`src/common/flbp_pkg.sv`:
```
// Shared constants and types for the parallel flash bus host.
package flbp_pkg;

    // Clock period and timing figures, each in nanoseconds.
    localparam int unsigned CLK_NS      = 10;
    localparam int unsigned T_WE_NS     = 50;
    localparam int unsigned T_ACC_NS    = 80;
    localparam int unsigned T_PROT_NS   = 100000;
    localparam int unsigned T_UNPROT_NS = 10000000;
    localparam int unsigned T_RST_NS    = 500;

    // Least times round up to whole clock cycles.
    localparam int unsigned WE_CYC     = (T_WE_NS + CLK_NS - 1) / CLK_NS;
    localparam int unsigned ACC_CYC    = (T_ACC_NS + CLK_NS - 1) / CLK_NS;
    localparam int unsigned PROT_CYC   = (T_PROT_NS + CLK_NS - 1) / CLK_NS;
    localparam int unsigned UNPROT_CYC = (T_UNPROT_NS + CLK_NS - 1) / CLK_NS;
    localparam int unsigned RST_CYC    = (T_RST_NS + CLK_NS - 1) / CLK_NS;

    // Data pins pass two flip-flops before a read samples them.
    localparam int unsigned SYNC_STAGES = 2;

    // Widths and address bit positions.
    localparam int unsigned CNT_W   = 24;
    localparam int unsigned ADDR_W  = 17;
    localparam int unsigned DATA_W  = 16;
    localparam int unsigned BYTE_W  = 8;
    localparam int unsigned A_SEL0  = 0;
    localparam int unsigned A_SEL1  = 1;
    localparam int unsigned A_SEL6  = 6;
    localparam int unsigned A_BLK12 = 12;
    localparam int unsigned A_BLK15 = 15;
    localparam int unsigned DQ_TOP  = 15;

    // Bus operations the host can run.
    typedef enum logic [2:0] {
        OP_READ   = 3'h0,
        OP_WRITE  = 3'h1,
        OP_SIG    = 3'h2,
        OP_PROT   = 3'h3,
        OP_UNPROT = 3'h4,
        OP_PVFY   = 3'h5,
        OP_UVFY   = 3'h6,
        OP_RESET  = 3'h7
    } flbp_op_t;

    // Sequencer states.
    typedef enum logic [1:0] {
        ST_IDLE  = 2'h0,
        ST_SETUP = 2'h1,
        ST_ACT   = 2'h2,
        ST_REC   = 2'h3
    } flbp_state_t;

endpackage

```
`src/logic/flbp_host.sv`:
```
// Host sequencer that drives a parallel flash through its bus pins.
// Notes on behaviour
// - Read data only with select and gate low.
// - Write: select low, strobe low, gate high.
// - Elevated bit 9, bit 1 low: identification.
// - Protect: bit 9 and gate elevated, block address.
// - Protect strobe low about a hundred microseconds.
// - Protect every block before whole unprotection.
// - Unprotect: bit 9, gate, select elevated.
// - Unprotect runs a fixed long delay.
// - Verify unprotection one block at a time.
// - Reset pin low a minimum pulse resets.
`timescale 1ns/1ps
module flbp_host
    import flbp_pkg::*;
#(
    parameter int unsigned PROT_CYCLES   = PROT_CYC,
    parameter int unsigned UNPROT_CYCLES = UNPROT_CYC
) (
    // Clock and reset.
    input  wire logic              clk,
    input  wire logic              rst,
    // User command port.
    input  wire logic              cmd_valid,
    input  wire logic [2:0]        cmd_op,
    input  wire logic [ADDR_W-1:0] cmd_addr,
    input  wire logic              cmd_addr_m1,
    input  wire logic [DATA_W-1:0] cmd_wdata,
    input  wire logic              word_mode,
    input  wire logic              temp_unprot,
    output logic                   cmd_ready,
    output logic                   done,
    output logic [DATA_W-1:0]      rdata,
    // Flash control pins; each _hv output asks for the elevated level.
    output logic                   fl_ce_n,
    output logic                   fl_ce_hv,
    output logic                   fl_oe_n,
    output logic                   fl_oe_hv,
    output logic                   fl_we_n,
    output logic                   fl_rp_n,
    output logic                   fl_rp_hv,
    output logic                   fl_word_sel,
    output logic                   fl_a9_hv,
    output logic [ADDR_W-1:0]      fl_addr,
    // Flash data pins, split into input, output and low-active enable.
    input  wire logic [DATA_W-1:0] dq_i,
    output logic [DATA_W-1:0]      dq_o,
    output logic [DATA_W-1:0]      dq_oe_n
);

    flbp_state_t       state_ff, nxt_state;
    flbp_op_t          op_ff, nxt_op;
    logic [CNT_W-1:0]  cnt_ff, nxt_cnt;
    logic              word_ff, nxt_word;
    logic              ready_ff, nxt_ready;
    logic              done_ff, nxt_done;
    logic [DATA_W-1:0] rdata_ff, nxt_rdata;
    logic              ce_n_ff, nxt_ce_n;
    logic              ce_hv_ff, nxt_ce_hv;
    logic              oe_n_ff, nxt_oe_n;
    logic              oe_hv_ff, nxt_oe_hv;
    logic              we_n_ff, nxt_we_n;
    logic              rp_n_ff, nxt_rp_n;
    logic              rp_hv_ff, nxt_rp_hv;
    logic              a9_hv_ff, nxt_a9_hv;
    logic [ADDR_W-1:0] addr_ff, nxt_addr;
    logic [DATA_W-1:0] dq_o_ff, nxt_dq_o;
    logic [DATA_W-1:0] dq_oe_n_ff, nxt_dq_oe_n;
    logic [DATA_W-1:0] dq_s1_ff, dq_s2_ff;
    logic              is_read;
    logic              is_strobe;

    // Operations that sample the data bus, and those that pulse the strobe.
    assign is_read   = (op_ff == OP_READ) || (op_ff == OP_SIG) ||
                       (op_ff == OP_PVFY) || (op_ff == OP_UVFY);
    assign is_strobe = (op_ff == OP_WRITE) || (op_ff == OP_PROT) ||
                       (op_ff == OP_UNPROT);

    // Sequencer: set up pin levels, run one timed phase, then release.
    always_comb begin
        nxt_state   = state_ff;
        nxt_op      = op_ff;
        nxt_cnt     = cnt_ff;
        nxt_word    = word_ff;
        nxt_ready   = ready_ff;
        nxt_done    = 1'b0;
        nxt_rdata   = rdata_ff;
        nxt_ce_n    = ce_n_ff;
        nxt_ce_hv   = ce_hv_ff;
        nxt_oe_n    = oe_n_ff;
        nxt_oe_hv   = oe_hv_ff;
        nxt_we_n    = we_n_ff;
        nxt_rp_n    = rp_n_ff;
        nxt_a9_hv   = a9_hv_ff;
        nxt_addr    = addr_ff;
        nxt_dq_o    = dq_o_ff;
        nxt_dq_oe_n = dq_oe_n_ff;
        // The elevated reset level is held only while not pulsing reset.
        nxt_rp_hv   = temp_unprot && rp_n_ff;
        unique case (state_ff)
            ST_IDLE: begin
                if (cmd_valid) begin
                    nxt_op    = flbp_op_t'(cmd_op);
                    nxt_word  = word_mode;
                    nxt_ready = 1'b0;
                    nxt_addr  = cmd_addr;
                    nxt_state = ST_SETUP;
                    // Byte mode turns the top data line into an address.
                    if (!word_mode) begin
                        nxt_dq_o[DQ_TOP]    = cmd_addr_m1;
                        nxt_dq_oe_n[DQ_TOP] = 1'b0;
                    end
                    unique case (flbp_op_t'(cmd_op))
                        OP_READ: begin
                            nxt_ce_n = 1'b0;
                        end
                        OP_WRITE: begin
                            nxt_ce_n = 1'b0;
                            nxt_dq_o[BYTE_W-1:0]    = cmd_wdata[BYTE_W-1:0];
                            nxt_dq_oe_n[BYTE_W-1:0] = '0;
                            if (word_mode) begin
                                nxt_dq_o    = cmd_wdata;
                                nxt_dq_oe_n = '0;
                            end
                        end
                        OP_SIG: begin
                            nxt_ce_n         = 1'b0;
                            nxt_a9_hv        = 1'b1;
                            nxt_addr[A_SEL1] = 1'b0;
                        end
                        OP_PROT: begin
                            nxt_ce_n  = 1'b0;
                            nxt_oe_hv = 1'b1;
                            nxt_a9_hv = 1'b1;
                        end
                        OP_UNPROT: begin
                            nxt_ce_hv         = 1'b1;
                            nxt_oe_hv         = 1'b1;
                            nxt_a9_hv         = 1'b1;
                            nxt_addr[A_BLK12] = 1'b1;
                            nxt_addr[A_BLK15] = 1'b1;
                        end
                        OP_PVFY, OP_UVFY: begin
                            nxt_ce_n         = 1'b0;
                            nxt_a9_hv        = 1'b1;
                            nxt_addr[A_SEL0] = 1'b0;
                            nxt_addr[A_SEL1] = 1'b1;
                            nxt_addr[A_SEL6] = (cmd_op == OP_UVFY);
                        end
                        OP_RESET: begin
                            nxt_ce_n = 1'b1;
                        end
                    endcase
                end
            end
            ST_SETUP: begin
                nxt_state = ST_ACT;
                if (is_read) begin
                    // Gate goes low only after the data drivers are off.
                    nxt_oe_n = 1'b0;
                    nxt_cnt  = CNT_W'(ACC_CYC + SYNC_STAGES - 1);
                end else if (op_ff == OP_RESET) begin
                    nxt_rp_n  = 1'b0;
                    nxt_rp_hv = 1'b0;
                    nxt_cnt   = CNT_W'(RST_CYC - 1);
                end else begin
                    // Strobe falls after select, so it sets the address edge.
                    nxt_we_n = 1'b0;
                    if (op_ff == OP_PROT) begin
                        nxt_cnt = CNT_W'(PROT_CYCLES - 1);
                    end else if (op_ff == OP_UNPROT) begin
                        nxt_cnt = CNT_W'(UNPROT_CYCLES - 1);
                    end else begin
                        nxt_cnt = CNT_W'(WE_CYC - 1);
                    end
                end
            end
            ST_ACT: begin
                if (cnt_ff != '0) begin
                    nxt_cnt = cnt_ff - 1'b1;
                end else begin
                    nxt_state = ST_REC;
                    nxt_oe_n  = 1'b1;
                    nxt_rp_n  = 1'b1;
                    // Strobe rises before select, so it sets the data edge.
                    nxt_we_n  = 1'b1;
                    if (is_read) begin
                        nxt_rdata = word_ff ? dq_s2_ff
                                  : {{BYTE_W{1'b0}}, dq_s2_ff[BYTE_W-1:0]};
                    end
                end
            end
            ST_REC: begin
                // Deselect returns the device to standby with outputs off.
                nxt_ce_n    = 1'b1;
                nxt_ce_hv   = 1'b0;
                nxt_oe_hv   = 1'b0;
                nxt_a9_hv   = 1'b0;
                nxt_dq_oe_n = '1;
                nxt_done    = 1'b1;
                nxt_ready   = 1'b1;
                nxt_state   = ST_IDLE;
            end
        endcase
    end

    // Registers of the sequencer and of every pin it drives.
    always_ff @(posedge clk) begin
        dq_s1_ff <= dq_i;
        dq_s2_ff <= dq_s1_ff;
        if (rst) begin
            state_ff   <= ST_IDLE;
            op_ff      <= OP_READ;
            cnt_ff     <= '0;
            word_ff    <= 1'b1;
            ready_ff   <= 1'b1;
            done_ff    <= 1'b0;
            rdata_ff   <= '0;
            ce_n_ff    <= 1'b1;
            ce_hv_ff   <= 1'b0;
            oe_n_ff    <= 1'b1;
            oe_hv_ff   <= 1'b0;
            we_n_ff    <= 1'b1;
            rp_n_ff    <= 1'b1;
            rp_hv_ff   <= 1'b0;
            a9_hv_ff   <= 1'b0;
            addr_ff    <= '0;
            dq_o_ff    <= '0;
            dq_oe_n_ff <= '1;
        end else begin
            state_ff   <= nxt_state;
            op_ff      <= nxt_op;
            cnt_ff     <= nxt_cnt;
            word_ff    <= nxt_word;
            ready_ff   <= nxt_ready;
            done_ff    <= nxt_done;
            rdata_ff   <= nxt_rdata;
            ce_n_ff    <= nxt_ce_n;
            ce_hv_ff   <= nxt_ce_hv;
            oe_n_ff    <= nxt_oe_n;
            oe_hv_ff   <= nxt_oe_hv;
            we_n_ff    <= nxt_we_n;
            rp_n_ff    <= nxt_rp_n;
            rp_hv_ff   <= nxt_rp_hv;
            a9_hv_ff   <= nxt_a9_hv;
            addr_ff    <= nxt_addr;
            dq_o_ff    <= nxt_dq_o;
            dq_oe_n_ff <= nxt_dq_oe_n;
        end
    end

    // Outputs come straight from registers.
    assign cmd_ready   = ready_ff;
    assign done        = done_ff;
    assign rdata       = rdata_ff;
    assign fl_ce_n     = ce_n_ff;
    assign fl_ce_hv    = ce_hv_ff;
    assign fl_oe_n     = oe_n_ff;
    assign fl_oe_hv    = oe_hv_ff;
    assign fl_we_n     = we_n_ff;
    assign fl_rp_n     = rp_n_ff;
    assign fl_rp_hv    = rp_hv_ff;
    assign fl_word_sel = word_ff;
    assign fl_a9_hv    = a9_hv_ff;
    assign fl_addr     = addr_ff;
    assign dq_o        = dq_o_ff;
    assign dq_oe_n     = dq_oe_n_ff;

endmodule

```
`config.mk`:
```
export PLATFORM = sky130hd
export DESIGN_NAME = flbp_host
export DESIGN_NICKNAME = d
export VERILOG_FILES = /design/src/common/flbp_pkg.sv /design/src/logic/flbp_host.sv
export SDC_FILE = /design/constraint.sdc
export NUM_CORES = 1
export LEC_CHECK = 0
export ABC_AREA = 1
export BUFFER_PORTS_ARGS = -buffer_cell sky130_fd_sc_hd__buf_2
export CORE_AREA = 10 10 111 113
export CTS_CLUSTER_DIAMETER = 40
export DETAILED_ROUTE_END_ITERATION = 10
export DIE_AREA = 0 0 121 123
export PLACE_DENSITY = 0.75
export SYNTH_ARGS = -nofsm -noshare
export SYNTH_HDL_FRONTEND = slang
export SYNTH_SLANG_ARGS = --single-unit
```
`constraint.sdc`:
```
create_clock -name clk -period 2.82 [get_ports clk]
set_input_delay 0.282 -clock clk [delete_from_list [all_inputs] [get_ports clk]]
set_output_delay 0.282 -clock clk [all_outputs]
set_load 0.1 [all_outputs]
```
# After elaboration in Yosys (flattened, before gate mapping)
# Index checks and enable logic that the tools add are counted.
[totals] reg_bits=137 output_inout_bits=76 word_cells=135
[classes] n_addsub=1 n_eq_ne=29 muxes=50 bitwise=1 n_reduce_logical=30
[ops] op="16-bit two-way mux" count=6
[ops] op="20-bit two-way mux" count=4
[ops] op="24-bit one-hot mux with 2 select lines" count=1
[ops] op="16-bit one-hot mux with 2 select lines" count=1
[ops] op="3-bit == test, second input constant" count=8
[ops] op="1-bit two-way mux" count=24
[ops] op="24-bit two-way mux" count=1
[ops] op="3-bit AND reduction" count=8
[ops] op="24-bit nonzero test" count=1
[ops] op="24-bit by 1-bit subtractor with 24-bit output, second input constant" count=1
[ops] op="2-bit != test, second input constant" count=10
[ops] op="1-bit one-hot mux with 2 select lines" count=10
[ops] op="4-bit AND reduction" count=4
[ops] op="3-bit by 2-bit == test with 1-bit output, second input constant" count=4
[ops] op="2-bit one-hot mux with 4 select lines" count=1
[ops] op="2-bit AND reduction" count=4
[ops] op="3-bit logical NOT" count=2
[ops] op="6-bit OR reduction" count=1
[ops] op="5-bit OR reduction" count=1
[ops] op="2-bit == test, second input constant" count=2
[ops] op="2-bit two-way mux" count=2
[ops] op="2-bit by 1-bit != test with 1-bit output, second input constant" count=2
[ops] op="2-bit nonzero test" count=2
[ops] op="2-bit OR reduction" count=2
[ops] op="other kinds (7)" count=9

# Depth between registers and ports, before layout
# Gate-level depths: netlist of run 1.
[depth] word_depth=6 depth_mapped=11

# Worst setup path before layout of run 1
# Ideal clock, no wire load.
[synth_timing] path_type="reg2out" start="register dq_oe_n[6] (netlist name)" end="output port dq_oe_n[1]" arrival_ns=1.482 required_ns=2.538 path_slack_ns=1.056 stages_incl_launch_ff=2 path_buffers=1 cell_sequence="dfxtp_1 buf_4"
[synth_lines] item="end, declared" line="flbp_host.sv:48" rtl="output logic [DATA_W-1:0] dq_oe_n"

# Worst setup path in the final report of run 1
[layout_timing] start="register state_ff[1]" end="register dq_o_ff[8] (netlist: dq_o[8])"
[layout_between] elab_chain_cells=2
[layout_rtl] item="start, declared" line="flbp_host.sv:51" rtl="flbp_state_t state_ff, nxt_state;"
[layout_rtl] item="start signal, assigned" line="flbp_host.sv:231" rtl="state_ff <= nxt_state;"
[layout_rtl] item="2-bit logical NOT" line="flbp_host.sv:100" rtl="unique case (state_ff)"
[layout_rtl] item="4-bit AND reduction (no source line)"
[layout_rtl] item="end signal, assigned" line="flbp_host.sv:247" rtl="dq_o_ff <= nxt_dq_o;"
[layout_rtl] item="end, declared" line="flbp_host.sv:67" rtl="logic [DATA_W-1:0] dq_o_ff, nxt_dq_o;"
# Every way passes these cells.
# A chain may end at the register's enable or synchronous reset.

==> flow_summary.toml, run 1 <==
[hold_path]
min_path_cells = 3
hold_path_end = "fl_addr[8]"
holdCritPathClass = "input port to register"
holdCritStartpoint = "cmd_addr[8]"

[routing]
vias = 4776
first_pass_iters = 6
drt-met1-wl_mm = 5.54
drc = 0
wire_per_inst_um = 13.6
wl_met3_um = 979
wl_mm = 13.1
drtIter0Drc = 259
ant_nets = 0
top_layer_used = "met4"
wl_met2_mm = 6.38
via_per_inst = 4.95

[floorplanning]
start_util_pct = 49.3
io_pins = 134
fp.dieW_um = 121
die-area_mm2 = 0.0149
die_y_um = 123
core_mm2 = 0.0101
num_rows = 37

[sta]
fmax_ghz = 0.474
hold_viol_final = 0
finalSetupViolations = 0
skew_ns = 0.0109
tightest_slew_ns = 0.518
totalNegativeSetupSlack_ns = 0
finalMaxSlewViolations = 0
relSlewSlack_pct = 65.3
min_period_ns = 2.11
fin_crit_sh_pct = 74.7
rsz0062_at_grt = "no"

[power]
ir_drop_mv = 0.707
p_leak_nw = 3.00
powerDensity_mw_per_mm2 = 1290

[placed_design]
hpwl_mm = 9.49
dp_cells = 916
portBuffers = 133
gp_congestion = 0.898

[cells_and_area]
fin_nets = 879
seq_area_mm2 = 0.00248
fillCellCount = 862
multi_input_area_mm2 = 0.00211
diodes = 0
finalNonFillerCells = 964
utilization_pct = 63.1
drive_gt1_share_pct = 22.7
syn2layout_area_growth_pct = 28.0

[setup_path]
cp_top_family = "simple AND/OR/NAND/NOR gates"
cpPeakStageDelay_ns = 0.42
critical_path_class = "register to register"
r2r_cells = 9
r2r-start = "state_ff[1]"
endpoint_kind = "register"
worstPathRequired_ns = 3.20
path_max_fanout = 16
cp_num_buf_inv = 3
critPathLaunchType = "register"
critPathArrivalTime_ns = 2.48
path_cells = "inv_1 > ha_1 > nand2_1 > clkinv_1 > nand2_1 > inv_1 > nand2_1 > nand2_1 > a21oi_1"
r2r_end = "dq_o[8]"
cp_common_cell = "nand2_1"
slowest_stage = "inv_1"
r2r_setup_slack_ns = 0.71

[yosys]
synth_cell_type_count = 33
synthesis.nets = 743
syn_avg_cell_area_um2 = 7.36
syn_area_mm2 = 0.00500
syn_inst = 679
yosysWarnings = 0
ys_ff_latch = 124
ys_seq_area_share_pct = 49.7

[clock_tree]
cts_setup_buffers = 0
post_cts_resized = 0
root_buffer = "clkbuf_8"
path_clk_slew_ns = 0.06
insertion_delay_ns = 0.51
cts.sinks = 124
numCtsBuffers = 17
cts_tree = "yes"
htree_levels = 4
clockBufferDepth = 2

[global_routing]
antenna_found_initial = 0
grt_pass1_vias = 4538
grt_max_degree = 43
grt_pass1_wl_mm = 21.0
grt_usage_pct = 17.0
grt-ovfl-total = 0

[job]
timing.max_cap.violations = 0

[status]
status = "finished clean"
-- worst max path at each step --
stage / depth (start not counted) / endpoint / start / slack, ns
2_1_floorplan: 1 / dq_oe_n[1] / dq_oe_n[6] / 1.06
3_3_place_gp: 8 / rdata[12] / state_ff[0] / 0.89
3_5_place_dp: 9 / dq_o[8] / state_ff[1] / 0.76
4_1_cts: 9 / dq_o[8] / state_ff[1] / 0.74
5_1_grt: 9 / dq_o[8] / state_ff[1] / 0.46
6_report: 9 / dq_o[8] / state_ff[1] / 0.71
-- tightest hold or removal path, cell delays in order --
cell	delay, ns
buf_2	0.07
o21ai_0	0.07
nor2_1	0.07
-- layer usage --
metal / up-vias / GRT usage (%)
li1: 2436 / -
met1: 2170 / 19.9
met2: 155 / 28.1
met3: 15 / 5.79
met4: 0 / 7.01
met5: - / 0
-- layout by cell type (no fill, tap or decap), types with 7 or more instances in the layout --
master,n
o21ai_1,29
nor2_1,158
nand3_1,25
nand2_1,124
nor2_2,7
dfxtp_1,124
clkbuf_16,16
inv_1,45
o21ai_0,49
buf_2,133
a21oi_1,39
dlygate4sd3_1,16
-- synthesized netlist by cell type (all sizes together) --
master  count  area share (%)
nor4        1            0.13
a32oi       1            0.18
nor2      167              13
xnor2       2            0.35
clkbuf     17             1.3
nor3        6            0.60
nand3b      1            0.15
ha          6             1.5
inv        49             3.7
nand2     125             9.4
nor3b       1            0.15
buf        22             3.1
o21ai      78             7.8
a21oi      39             3.9
a31oi       1            0.13
o31ai       1            0.15
clkinv      1           0.075
a211oi      2            0.30
o211ai      2            0.30
nand3      25             2.5
nand4       5            0.93
dfxtp     124              50
xor2        2            0.35
or2         1            0.13
-- kinds of logic (layout without fill, tap and decap cells) --
kind of cell | after synthesis | in the layout | synth area share, %
adders and majority gates | 6 | 6 | 1.50
xor gates and xnor gates | 4 | 4 | 0.701
and+or+nand+nor | 332 | 332 | 27.2
DFF | 124 | 124 | 49.7
AOI/OAI and AO/OA | 124 | 124 | 12.8
buffers and inverters | 89 | 238 | 8.16
-- state kept, by name (all words and copies together) (netlist names), 2 cells and up, named ones only --
| name | flops |
|---|---|
| cnt_ff | 24 |
| dq_o | 15 |
| dq_oe_n | 3 |
| dq_s1_ff | 16 |
| dq_s2_ff | 16 |
| fl_addr | 17 |
| op_ff | 3 |
| rdata | 16 |
| state_ff | 2 |
-- where the power goes --
part           switching, mW  total [mW]  internal, mW
logic                   2.97        3.91         0.936
clock network          0.902        2.03          1.13
registers              0.240        2.31          2.07
-- layout make-up --
type,instances,area share (%)
repair buffers,156,13.9
clock inverters,15,2.27
inverters,50,2.93
clock buffers,17,6.47
flip-flops and latches,124,38.8
well taps,136,2.66
multi-input cells,466,32.9
-- per-stage QoR --
stage | area, um^2 | hold WS [ns] | total power, mW | setup WS, ns
2_1_floorplan | 5000 | 0.310 | 5.53 | 1.06
3_3_place_gp | 5680 | 0.310 | 6.12 | 0.888
3_5_place_dp | 5680 | 0.312 | 6.18 | 0.763
4_1_cts | 6400 | 0.00562 | 8.26 | 0.736
5_1_grt | 6400 | 0.0119 | 8.79 | 0.464
6_report | 6400 | 0.0213 | 8.25 | 0.712
-- repair_timing --
| action | in CTS | in global routing |
|---|---|---|
| hold buffers | 16 | 0 |
| endpoints found under the hold margin | 16 | 0 |
| endpoints found under the setup margin | 0 | 0 |
No activity file was read; power rests on OpenSTA's default activity.
==> run 2, diff against run 1 <==
==> constraint.sdc (replaced) <==
create_clock -name clk -period 2.1 [get_ports clk]
set_input_delay 0.21 -clock clk [delete_from_list [all_inputs] [get_ports clk]]
set_output_delay 0.21 -clock clk [all_outputs]
set_load 0.1 [all_outputs]
==> run 2 against run 1 <==
  * First-iteration DRC count up 44%
  * Clock skew shrank 0.0033 ns
  * Sequential cell count did not move
  * Cell area rose by 7.1%
  * Largest power group unchanged
==> flow_summary.toml, run 2 (synthesized netlist as in run 1, its figures left out) <==
[status]
status = "finished clean"

[floorplanning]
fp.dieW_um = 121
io_pins = 134
start_util_pct = 49.3
die_y_um = 123
num_rows = 37
die-area_mm2 = 0.0149
core_mm2 = 0.0101

[placed_design]
hpwl_mm = 9.63
portBuffers = 133
gp_congestion = 0.868
dp_cells = 917
dpl-instance-area_mm2 = 0.00569
dp_slack_ns = 0.171

[cells_and_area]
finalNonFillerCells = 1005
regMostFlops = "cnt_ff"
utilization_pct = 67.6
fillCellCount = 757
design_area_mm2 = 0.00685
layout_common_cells = "158 x nor2_1, 133 x buf_2, 124 x dfxtp_1"
largest_reg_flops = 24
fin_nets = 918
drive_gt1_share_pct = 22.5
syn2layout_area_growth_pct = 37.1
final_common_cell = "nor2_1"

[routing]
vias = 5147
first_pass_iters = 6
wl_mm = 15.1
wire_per_inst_um = 15.1
drtIter0Drc = 374
drc = 0
via_per_inst = 5.12
ant_nets = 0

[setup_path]
path_cells = "inv_1 > ha_1 > buf_4 > inv_1 > a21oi_1 > nand2_1 > nor2_1"
critPathLaunchType = "register"
cpPeakStageDelay_ns = 0.33
cp_common_cell = "inv_1"
critPathArrivalTime_ns = 2.34
r2r_cells = 7
critical_path_class = "register to register"
cp_num_buf_inv = 3
cp_num_cells = 7
worstPathRequired_ns = 2.55
slowest_stage = "dfxtp_1"
endpoint_kind = "register"
cp_top_family = "buffers and inverters"
r2r_setup_slack_ns = 0.21
r2r-start = "state_ff[0]"
path_max_fanout = 21
r2r_end = "cnt_ff[15]"
setup.worst_path.start = "state_ff[0]"
crit_path_end = "cnt_ff[15]"

[global_routing]
grt_usage_pct = 19.9
grt_pass1_wl_mm = 24.0
antenna_found_initial = 2
grt-ovfl-total = 0
grt_max_degree = 40
grt_pass1_vias = 5089

[sta]
fin_crit_sh_pct = 90.1
skew_ns = 0.00759
totalNegativeSetupSlack_ns = 0
fmax_ghz = 0.528
finalMaxSlewViolations = 0
hold_viol_final = 0
tightest_slew_ns = 0.540
finalHoldWorstSlack_ns = 0.0308
rsz0062_at_grt = "no"
finalSetupViolations = 0
fin_ws_ns = 0.207
min_period_ns = 1.89
relSlewSlack_pct = 63.9

[power]
ir_drop_mv = 1.00
powerDensity_mw_per_mm2 = 1680
p_leak_nw = 3.19
p_total_mw = 11.5

[clock_tree]
htree_levels = 4
clockBufferDepth = 2
root_buffer = "clkbuf_8"
numCtsBuffers = 17
cts_tree = "yes"
insertion_delay_ns = 0.52
cts.sinks = 124
path_clk_slew_ns = 0.06

[job]
timing.max_cap.violations = 0

[hold_path]
holdCritPathClass = "input port to register"
-- run 2: changes by cell type in the layout (fill, tap and decap cells not counted), sizes merged --
cell	before	now
diode	0	2
buf	140	145
dlygate4sd3	16	50
inv	60	54
bufinv	0	3
clkbuf	17	18
clkinv	3	5
-- run 2: what timing repair did --
action / in CTS / in global routing
setup endpoints to repair: 0 / 8
endpoints found under the hold margin: 49 / 0
hold buffers: 50 / 0
buffers inserted: 0 / 4
gates resized for setup: 0 / 2
-- run 2: layout make-up --
type | count | area (um^2) | share of cell area [%]
Tap cell | 136 | 170 | 2.48
Multi-Input combinational cell | 466 | 2110 | 30.8
Timing Repair Buffer | 195 | 1280 | 18.7
Clock inverter | 14 | 183 | 2.67
Antenna cell | 2 | 5.00 | 0.0730
Inverter | 50 | 191 | 2.79
Sequential cell | 124 | 2480 | 36.2
Clock buffer | 18 | 428 | 6.25
-- run 2: worst min path at each step --
stage / start / end / slack, ns / depth (start not counted)
floorplan: dq_i[0] / dq_s1_ff[0] / 0.24 / 0
global placement: dq_s1_ff[3] / dq_s2_ff[3] / 0.31 / 0
detailed placement: dq_s1_ff[7] / dq_s2_ff[7] / 0.31 / 0
CTS: cmd_op[2] / op_ff[2] / 0.01 / 3
global route: cmd_op[2] / op_ff[2] / 0.03 / 3
finish: cmd_op[2] / op_ff[2] / 0.03 / 3
-- run 2: metal layers --
metal	global-route usage, %	routed length, um	up-vias
li1	-	-	2512
met1	21.3	5880	2363
met2	33.7	7490	214
met3	6.47	1110	58
met4	12.4	657	0
met5	0	0	-
-- run 2: where the power goes --
part	switching [mW]	leakage (nW)	internal [mW]
logic	4.09	1.87	1.31
registers	0.331	1.02	2.78
clock network	1.13	0.300	1.87
-- run 2: worst min-delay path: stages --
cell,delay (ns)
buf_2,0.11
o21ai_0,0.08
a21oi_1,0.10
